==> src/gpio_map.vh <==
`ifndef GPIO_MAP_VH
`define GPIO_MAP_VH

// ****************************************************************
// port register groups
// ****************************************************************
`define PORT0_BASE 16'hFCA0
`define PORT1_BASE 16'hFCC0
`define PORT2_BASE 16'hFCE0
`define PORT0_WIDTH 16
`define PORT1_WIDTH 16
`define PORT2_WIDTH 14

// ****************************************************************
// register index inside a group
// ****************************************************************
`define IDX_PIN_DIRECTION 4'h0
`define IDX_OUTPUT_LEVEL 4'h1
`define IDX_PIN_LEVEL 4'h2
`define IDX_FALL_IRQ_ENABLE 4'h3
`define IDX_RISE_IRQ_ENABLE 4'h4
`define IDX_IRQ_PENDING 4'h5
`define IDX_OUTPUT_SET 4'h6
`define IDX_OUTPUT_CLEAR 4'h7
`define IDX_BIT_MAP_CONFIG 4'h8
`define IDX_SINGLE_BIT_ACCESS_A 4'h9
`define IDX_SINGLE_BIT_ACCESS_B 4'hA
`define IDX_PIN_FUNCTION_SELECT 4'hB

// ****************************************************************
// summary interrupt registers
// ****************************************************************
`define SUMMARY_STATUS_ADDR 16'hFCF0
`define SUMMARY_MASK_ADDR 16'hFCF1

// ****************************************************************
// bit_map_config fields (lsb positions, each 4 bits wide)
// ****************************************************************
`define ENGINE_B_DATA_SELECT_LSB 12
`define ENGINE_B_PIN_SELECT_LSB 8
`define ENGINE_A_DATA_SELECT_LSB 4
`define ENGINE_A_PIN_SELECT_LSB 0

// ****************************************************************
// reset values
// ****************************************************************
`define REG_RESET 16'h0000
`define SUMMARY_RESET 3'h0

`endif

==> src/interruptible_gpio_ports.v <==
`timescale 1ns/10ps
`include "gpio_map.vh"

// How it works
// pin is gpio only while function select clear
// three ports: sixteen, sixteen, fourteen pins
// groups at 0xFCA0, 0xFCC0, 0xFCE0, consecutive offsets
// direction one means output, resets zero, readable
// output level drives only output pins
// pin level shows every pin, peripheral too
// enabled falling edge sets pending bit
// enabled rising edge sets pending bit
// port interrupt request high while any pending bit
// writing one clears pending bit, zero keeps
// set register forces selected output bits high
// clear register forces selected output bits low
// bit map config holds four nibble fields
// engine write copies data bit to pin
// engine read returns pin at data bit
// two flop sync, edge against previous level
module interruptible_gpio_ports #(
	parameter PORT0_WIDTH = `PORT0_WIDTH,
	parameter PORT1_WIDTH = `PORT1_WIDTH,
	parameter PORT2_WIDTH = `PORT2_WIDTH
) (
	input wire clock_i,
	input wire rst_b_i,
	input wire [15:0] addr_i,
	input wire [15:0] wdata_i,
	input wire wr_i,
	input wire rd_i,
	output wire [15:0] rdata_o,
	input wire [47:0] pin_in_i,
	output wire [47:0] pin_out_o,
	output wire [47:0] pin_oe_o,
	output wire [47:0] pin_function_select_o,
	input wire [47:0] periph_out_i,
	input wire [47:0] periph_oe_i,
	output wire [2:0] port_irq_o,
	output wire irq_o
);

	// ****************************************************************
	// helpers
	// ****************************************************************
	function [15:0] width_mask;
		input integer w;
		integer k;
		begin
			width_mask = 16'h0000;
			for (k = 0; k < 16; k = k + 1) begin
				if (k < w) begin
					width_mask[k] = 1'b1;
				end
			end
		end
	endfunction

	function [15:0] base_of;
		input integer p;
		begin
			if (p == 0) begin
				base_of = `PORT0_BASE;
			end else if (p == 1) begin
				base_of = `PORT1_BASE;
			end else begin
				base_of = `PORT2_BASE;
			end
		end
	endfunction

	wire [47:0] port_rd;
	wire [2:0] port_hit;
	wire [2:0] port_event;
	reg [15:0] rdata_r;
	reg [15:0] rdata_nxt;
	reg [2:0] sum_stat_r;
	reg [2:0] sum_stat_nxt;
	reg [2:0] sum_mask_r;
	reg irq_r;

	// ****************************************************************
	// one register group per port
	// ****************************************************************
	genvar p;
	generate
		for (p = 0; p < 3; p = p + 1) begin : port
			localparam integer PW = (p == 0) ? PORT0_WIDTH :
				(p == 1) ? PORT1_WIDTH : PORT2_WIDTH;
			localparam [15:0] PMASK = width_mask(PW);
			localparam [15:0] BASE = base_of(p);

			reg [15:0] pin_direction_r;
			reg [15:0] output_level_r;
			reg [15:0] output_level_nxt;
			reg [15:0] fall_irq_enable_r;
			reg [15:0] rise_irq_enable_r;
			reg [15:0] irq_pending_r;
			reg [15:0] irq_pending_nxt;
			reg [15:0] bit_map_config_r;
			reg [15:0] pin_function_select_r;
			reg [15:0] sync1_r;
			reg [15:0] sync2_r;
			reg [15:0] prev_r;
			reg [15:0] pin_out_r;
			reg [15:0] pin_oe_r;
			reg port_irq_r;
			reg [15:0] rd_word;
			reg [15:0] clr_bits;

			// upper address bits pick the group, low nibble the register
			wire hit = (addr_i[15:4] == BASE[15:4]);
			wire [3:0] idx = addr_i[3:0];
			wire wr = wr_i & hit;
			wire [15:0] wd = wdata_i & PMASK;
			wire [3:0] a_pin =
				bit_map_config_r[`ENGINE_A_PIN_SELECT_LSB +: 4];
			wire [3:0] a_dat =
				bit_map_config_r[`ENGINE_A_DATA_SELECT_LSB +: 4];
			wire [3:0] b_pin =
				bit_map_config_r[`ENGINE_B_PIN_SELECT_LSB +: 4];
			wire [3:0] b_dat =
				bit_map_config_r[`ENGINE_B_DATA_SELECT_LSB +: 4];
			// edges seen on output pins too, since the pad is sampled
			wire [15:0] rise = sync2_r & ~prev_r;
			wire [15:0] fall = ~sync2_r & prev_r;
			wire [15:0] ev = (rise & rise_irq_enable_r) |
				(fall & fall_irq_enable_r);

			always @* begin
				output_level_nxt = output_level_r;
				if (wr) begin
					case (idx)
					`IDX_OUTPUT_LEVEL: begin
						output_level_nxt = wd;
					end
					`IDX_OUTPUT_SET: begin
						output_level_nxt = output_level_r | wd;
					end
					`IDX_OUTPUT_CLEAR: begin
						output_level_nxt = output_level_r & ~wd;
					end
					`IDX_SINGLE_BIT_ACCESS_A: begin
						output_level_nxt[a_pin] = wdata_i[a_dat];
					end
					`IDX_SINGLE_BIT_ACCESS_B: begin
						output_level_nxt[b_pin] = wdata_i[b_dat];
					end
					default: begin
						output_level_nxt = output_level_r;
					end
					endcase
				end
				// pins 14 and 15 of a narrow port never exist
				output_level_nxt = output_level_nxt & PMASK;
			end

			always @* begin
				clr_bits = 16'h0000;
				if (wr && idx == `IDX_IRQ_PENDING) begin
					clr_bits = wd;
				end
				// a new edge wins over a clear in the same cycle
				irq_pending_nxt = (irq_pending_r & ~clr_bits) | ev;
			end

			always @* begin
				rd_word = 16'h0000;
				case (idx)
				`IDX_PIN_DIRECTION: begin
					rd_word = pin_direction_r;
				end
				`IDX_OUTPUT_LEVEL: begin
					rd_word = output_level_r;
				end
				`IDX_PIN_LEVEL: begin
					rd_word = sync2_r;
				end
				`IDX_FALL_IRQ_ENABLE: begin
					rd_word = fall_irq_enable_r;
				end
				`IDX_RISE_IRQ_ENABLE: begin
					rd_word = rise_irq_enable_r;
				end
				`IDX_IRQ_PENDING: begin
					rd_word = irq_pending_r;
				end
				`IDX_BIT_MAP_CONFIG: begin
					rd_word = bit_map_config_r;
				end
				`IDX_SINGLE_BIT_ACCESS_A: begin
					rd_word[a_dat] = sync2_r[a_pin];
				end
				`IDX_SINGLE_BIT_ACCESS_B: begin
					rd_word[b_dat] = sync2_r[b_pin];
				end
				`IDX_PIN_FUNCTION_SELECT: begin
					rd_word = pin_function_select_r;
				end
				default: begin
					rd_word = 16'h0000;
				end
				endcase
			end

			always @(posedge clock_i) begin
				if (!rst_b_i) begin
					pin_direction_r <= `REG_RESET;
					output_level_r <= `REG_RESET;
					fall_irq_enable_r <= `REG_RESET;
					rise_irq_enable_r <= `REG_RESET;
					irq_pending_r <= `REG_RESET;
					bit_map_config_r <= `REG_RESET;
					pin_function_select_r <= `REG_RESET;
					sync1_r <= `REG_RESET;
					sync2_r <= `REG_RESET;
					prev_r <= `REG_RESET;
					pin_out_r <= `REG_RESET;
					pin_oe_r <= `REG_RESET;
					port_irq_r <= 1'b0;
				end else begin
					sync1_r <= pin_in_i[16*p +: 16];
					sync2_r <= sync1_r & PMASK;
					prev_r <= sync2_r;
					output_level_r <= output_level_nxt;
					irq_pending_r <= irq_pending_nxt;
					port_irq_r <= |irq_pending_nxt;
					if (wr) begin
						case (idx)
						`IDX_PIN_DIRECTION: begin
							pin_direction_r <= wd;
						end
						`IDX_FALL_IRQ_ENABLE: begin
							fall_irq_enable_r <= wd;
						end
						`IDX_RISE_IRQ_ENABLE: begin
							rise_irq_enable_r <= wd;
						end
						`IDX_BIT_MAP_CONFIG: begin
							bit_map_config_r <= wdata_i;
						end
						`IDX_PIN_FUNCTION_SELECT: begin
							pin_function_select_r <= wd;
						end
						default: begin
							pin_direction_r <= pin_direction_r;
						end
						endcase
					end
					// selected peripheral takes the pad, else gpio
					pin_out_r <= ((pin_function_select_r &
						periph_out_i[16*p +: 16]) |
						(~pin_function_select_r & output_level_r)) &
						PMASK;
					pin_oe_r <= ((pin_function_select_r &
						periph_oe_i[16*p +: 16]) |
						(~pin_function_select_r & pin_direction_r)) &
						PMASK;
				end
			end

			assign port_rd[16*p +: 16] = hit ? rd_word : 16'h0000;
			assign port_hit[p] = hit;
			assign port_event[p] = |ev;
			assign pin_out_o[16*p +: 16] = pin_out_r;
			assign pin_oe_o[16*p +: 16] = pin_oe_r;
			assign pin_function_select_o[16*p +: 16] =
				pin_function_select_r;
			assign port_irq_o[p] = port_irq_r;
		end
	endgenerate

	// ****************************************************************
	// summary interrupt and read port
	// ****************************************************************
	always @* begin
		sum_stat_nxt = sum_stat_r;
		if (wr_i && addr_i == `SUMMARY_STATUS_ADDR) begin
			sum_stat_nxt = sum_stat_r & ~wdata_i[2:0];
		end
		// set after clear so a same-cycle event survives
		sum_stat_nxt = sum_stat_nxt | port_event;
	end

	always @* begin
		rdata_nxt = 16'h0000;
		if (rd_i) begin
			if (|port_hit) begin
				rdata_nxt = port_rd[15:0] | port_rd[31:16] |
					port_rd[47:32];
			end else if (addr_i == `SUMMARY_STATUS_ADDR) begin
				rdata_nxt = {13'h0000, sum_stat_r};
			end else if (addr_i == `SUMMARY_MASK_ADDR) begin
				rdata_nxt = {13'h0000, sum_mask_r};
			end else begin
				rdata_nxt = 16'h0000;
			end
		end
	end

	always @(posedge clock_i) begin
		if (!rst_b_i) begin
			rdata_r <= 16'h0000;
			sum_stat_r <= `SUMMARY_RESET;
			sum_mask_r <= `SUMMARY_RESET;
			irq_r <= 1'b0;
		end else begin
			rdata_r <= rdata_nxt;
			sum_stat_r <= sum_stat_nxt;
			if (wr_i && addr_i == `SUMMARY_MASK_ADDR) begin
				sum_mask_r <= wdata_i[2:0];
			end
			irq_r <= |(sum_stat_nxt & sum_mask_r);
		end
	end

	assign rdata_o = rdata_r;
	assign irq_o = irq_r;

endmodule // interruptible_gpio_ports

==> config.mk <==
export PLATFORM = sky130hd
export DESIGN_NAME = interruptible_gpio_ports
export DESIGN_NICKNAME = d
export VERILOG_FILES = /design/src/interruptible_gpio_ports.v
export VERILOG_INCLUDE_DIRS = /design/src
export SDC_FILE = /design/constraint.sdc
export NUM_CORES = 2
export LEC_CHECK = 0
export ABC_AREA = 1
export BUFFER_PORTS_ARGS = -buffer_cell sky130_fd_sc_hd__buf_4
export CELL_PAD_IN_SITES_DETAIL_PLACEMENT = 2
export CELL_PAD_IN_SITES_GLOBAL_PLACEMENT = 2
export CORE_UTILIZATION = 35
export CTS_BUF_LIST = sky130_fd_sc_hd__clkbuf_8
export DETAILED_ROUTE_END_ITERATION = 8
export HOLD_SLACK_MARGIN = 0.12
export PLACE_DENSITY_LB_ADDON = 0.1
export SYNTH_ARGS = -nofsm -noshare
export SYNTH_HDL_FRONTEND = slang
export SYNTH_SLANG_ARGS = --single-unit
==> constraint.sdc <==
create_clock -name clock_i -period 3.83 [get_ports clock_i]
set_input_delay 0 -clock clock_i [delete_from_list [all_inputs] [get_ports clock_i]]
set_output_delay 0 -clock clock_i [all_outputs]
set_load 0.005 [all_outputs]
==> flow_summary.json <==
{
  "status": "complete, no violations",
  "postCtsSetupRepairBufs": 0,
  "path_buf_inv": 5,
  "yosysMostFrequentCell": "nand2_1",
  "tightest_slew_ps": 1320,
  "gr-usage-met3_pct": 13.24,
  "die_y_um": 291.2,
  "num_vias": 40050,
  "drv_slew": 0,
  "cts_max_path_buffers": 3,
  "yosys.area_share.simple_pct": 30.23,
  "rrSetupSlack_ps": 190,
  "ys.flop_type": "dfxtp_1",
  "detail_route.iter0.violations": 4581,
  "min_to": "port[0].pin_out_r[1]",
  "synthAdderAreaFrac_pct": 0,
  "setup_viol_count_final": 0,
  "hold_violations": 0,
  "synth-async-reset-ratio_pct": 0,
  "dp_slack_ps": 806.2,
  "critical-path-max-stage-delay_ps": 630,
  "grt_max_degree": 108,
  "crit_type": "in -> reg",
  "synthXorXnorAreaFrac_pct": 0,
  "clock-sinks": 580,
  "yosysTopAreaCell": "dfxtp_1",
  "worst_slack_ps": 6.825,
  "crit_family": "buffers and inverters",
  "critPathSlowestCell": "dlygate4sd3_1",
  "largest_register_ffs": 48,
  "clock_skew_ps": 54.14,
  "min_period_ps": 3823,
  "ys_top_cells_by_count": "nand2_1, nor2_1, dfxtp_1",
  "fin_nets": 5435,
  "comb_power_share_pct": 9.1,
  "critPathMaxFanout": 11,
  "synth_compound_area_share_pct": 19.02,
  "critPathRequiredTime_ps": 4380,
  "h-tree-depth": 3,
  "finalCritPeriodShare_pct": 99.82,
  "wire_per_inst_um": 33.13,
  "syn_to_final_growth_pct": 32.28,
  "muxShareOfSynthArea_pct": 0,
  "peakVddDrop_v": 0.0002603,
  "ioPinCount": 344,
  "cp_cell_sequence": "dlygate4sd3_1 > buf_4 > inv_1 > nand2_1 > dlygate4sd3_1 > nor2_2 > dlygate4sd3_1 > nand2_1 > nor2_4 > nand3_2 > o21ai_0 > nand2_1 > nor2_1 > nand2_1 > nor2_1 > a21oi_1",
  "ant_nets": 0,
  "yosysUniqueCellTypes": 37,
  "grt_use_met2_pct": 76.01,
  "worst_r2r_endpoint": "rdata_o[0]",
  "grt_pass1_wl_mm": 306.1,
  "synthesis.area_um2": 29280,
  "seqPwrFrac_pct": 43.3,
  "max_freq_ghz": 0.2616,
  "layout-drive-gt1-share_pct": 11.05,
  "swShare_pct": 30.51,
  "grt_pass1_vias": 43590,
  "power.share.clock_pct": 47.6,
  "ys_ff_latch": 580,
  "worst_r2r_path_depth": 16,
  "wl_mm": 212.7,
  "cts-root-buf": "clkbuf_8",
  "internal_power_uw": 9916,
  "arrival_ps": 4380,
  "rows": 105,
  "cp_num_cells": 16,
  "whs_path_depth": 4,
  "gp_congestion": 0.9463,
  "synth_top_family_by_area": "simple AND/OR/NAND/NOR gates",
  "cpMostUsedCell": "nand2_1",
  "drt_pass1_iterations": 8,
  "p_leak_uw": 0.01707,
  "yosysSeqAreaShare_pct": 39.65,
  "hpwl_mm": 116.3,
  "synth_edf_count": 0,
  "p_sw_uw": 4354,
  "hp-class": "in -> reg",
  "post_synth.cell_area_avg_um2": 6.363,
  "r2r_start": "port[2].bit_map_config_r[0]",
  "fp.coreArea_um2": 82370,
  "busiest_layer": "met2",
  "numPortBuffers": 331,
  "fin_tns_setup_ps": 0,
  "yosys_warnings": 0,
  "antenna_found_initial": 16,
  "power-per-cell-area_nw_per_um2": 368.4,
  "top_register": "port.bit_map_config_r",
  "cts_buffers": 107,
  "die_w_um": 291.2,
  "cp-start-kind": "input pin",
  "clock_latency_ps": 780,
  "drc": 0,
  "crit_path_end_kind": "register",
  "timing.slew.headroom_pct": 11.91,
  "groute.usage.overall_pct": 48.54,
  "clkTransAtPathRegs_ps": 60,
  "yosys-top-cells-area": "dfxtp_1, nand2_1, o21ai_0",
  "worstHoldStart": "periph_out_i[1]",
  "grt.overflow.total": 0,
  "die_area_um2": 84820,
  "start_util_pct": 35.55,
  "met1_usage_pct": 56.53,
  "viasPerCell": 6.239,
  "synth_top_area_share_pct": 39.65,
  "syn-instance-count": 4602,
  "max_cap_viol_count": 0,
  "cts_tree": "built"
}
[power by group through the flow]
stage	Sequential (uW)	Clock [uW]	Combinational (uW)
after floorplan	6250	0	392
after global placement	6290	0	819
after detailed placement	6290	0	837
after CTS	6160	6310	1150
after global routing	6170	6930	1320
final	6170	6790	1300
[timing repair]
action,4_1_cts,5_1_grt
resized for setup,0,2
hold buffers,406,0
endpoints found under the setup margin,0,2
endpoints found under the hold margin,519,0
[cell usage in the layout (no fill, tap or decap), types with 129 or more instances in the layout]
cell and n:
nand2_1 1159, a21oi_1 364, o21ai_0 503, dfxtp_1 580, inv_1 580, dlygate4sd3_1 406, clkbuf_8 129, buf_4 380
nand3_1 194, nor2_1 624
[logic make-up after synthesis]
family	after synthesis
AND/OR/NAND/NOR	2162
flip-flops	580
AO/OA/AOI/OAI	1048
other	1
buffers and inverters	811
[tightest hold or removal path, delay by kind of cell]
family | cells | cell delay, ps
compound gates | 2 | 190
buf+inv | 2 | 700
[per-stage QoR]
step	hold WS (ps)	utilization (%)	cells	cell area (um2)	power [uW]
2_1_floorplan	97.63	-	4607	29300	6642
3_5_place_dp	188.5	39.39	5810	32450	7132
3_3_place_gp	181.9	39.39	5810	32450	7111
4_1_cts	138.2	46.98	6409	38700	13620
5_1_grt	221.3	47.01	6414	38720	14420
6_report	209.7	47.02	6419	38730	14270
[how the worst max path moves through the flow]
stage / startpoint / to / slack [ps]
6_report: addr_i[9] / port[0].port_irq_r / 7
5_1_grt: addr_i[9] / port[0].port_irq_r / -10
3_3_place_gp: addr_i[0] / port[1].bit_map_config_r[4] / 1020
2_1_floorplan: port[2].bit_map_config_r[13] / port[2].output_level_r[4] / 2160
3_5_place_dp: addr_i[0] / port[1].bit_map_config_r[7] / 810
4_1_cts: addr_i[9] / port[0].port_irq_r / 240
[layer usage]
metal,up-vias,part of all wire (%)
met5,-,0.061
met2,2837,44
li1,16100,-
met1,20030,37
met4,20,8.3
met3,1066,10
[final cells by class]
cell class                 count  area (um2)
timing repair buffer         791        7012
clock buffer                 129        1775
tap                         1070        1339
clock inverter                64       409.1
fill                        9752       43640
multi-input combinational   3216       14460
sequential                   580       11610
inverter                     559        2098
antenna                       10       25.02
(Power assumes the default switching activity.)
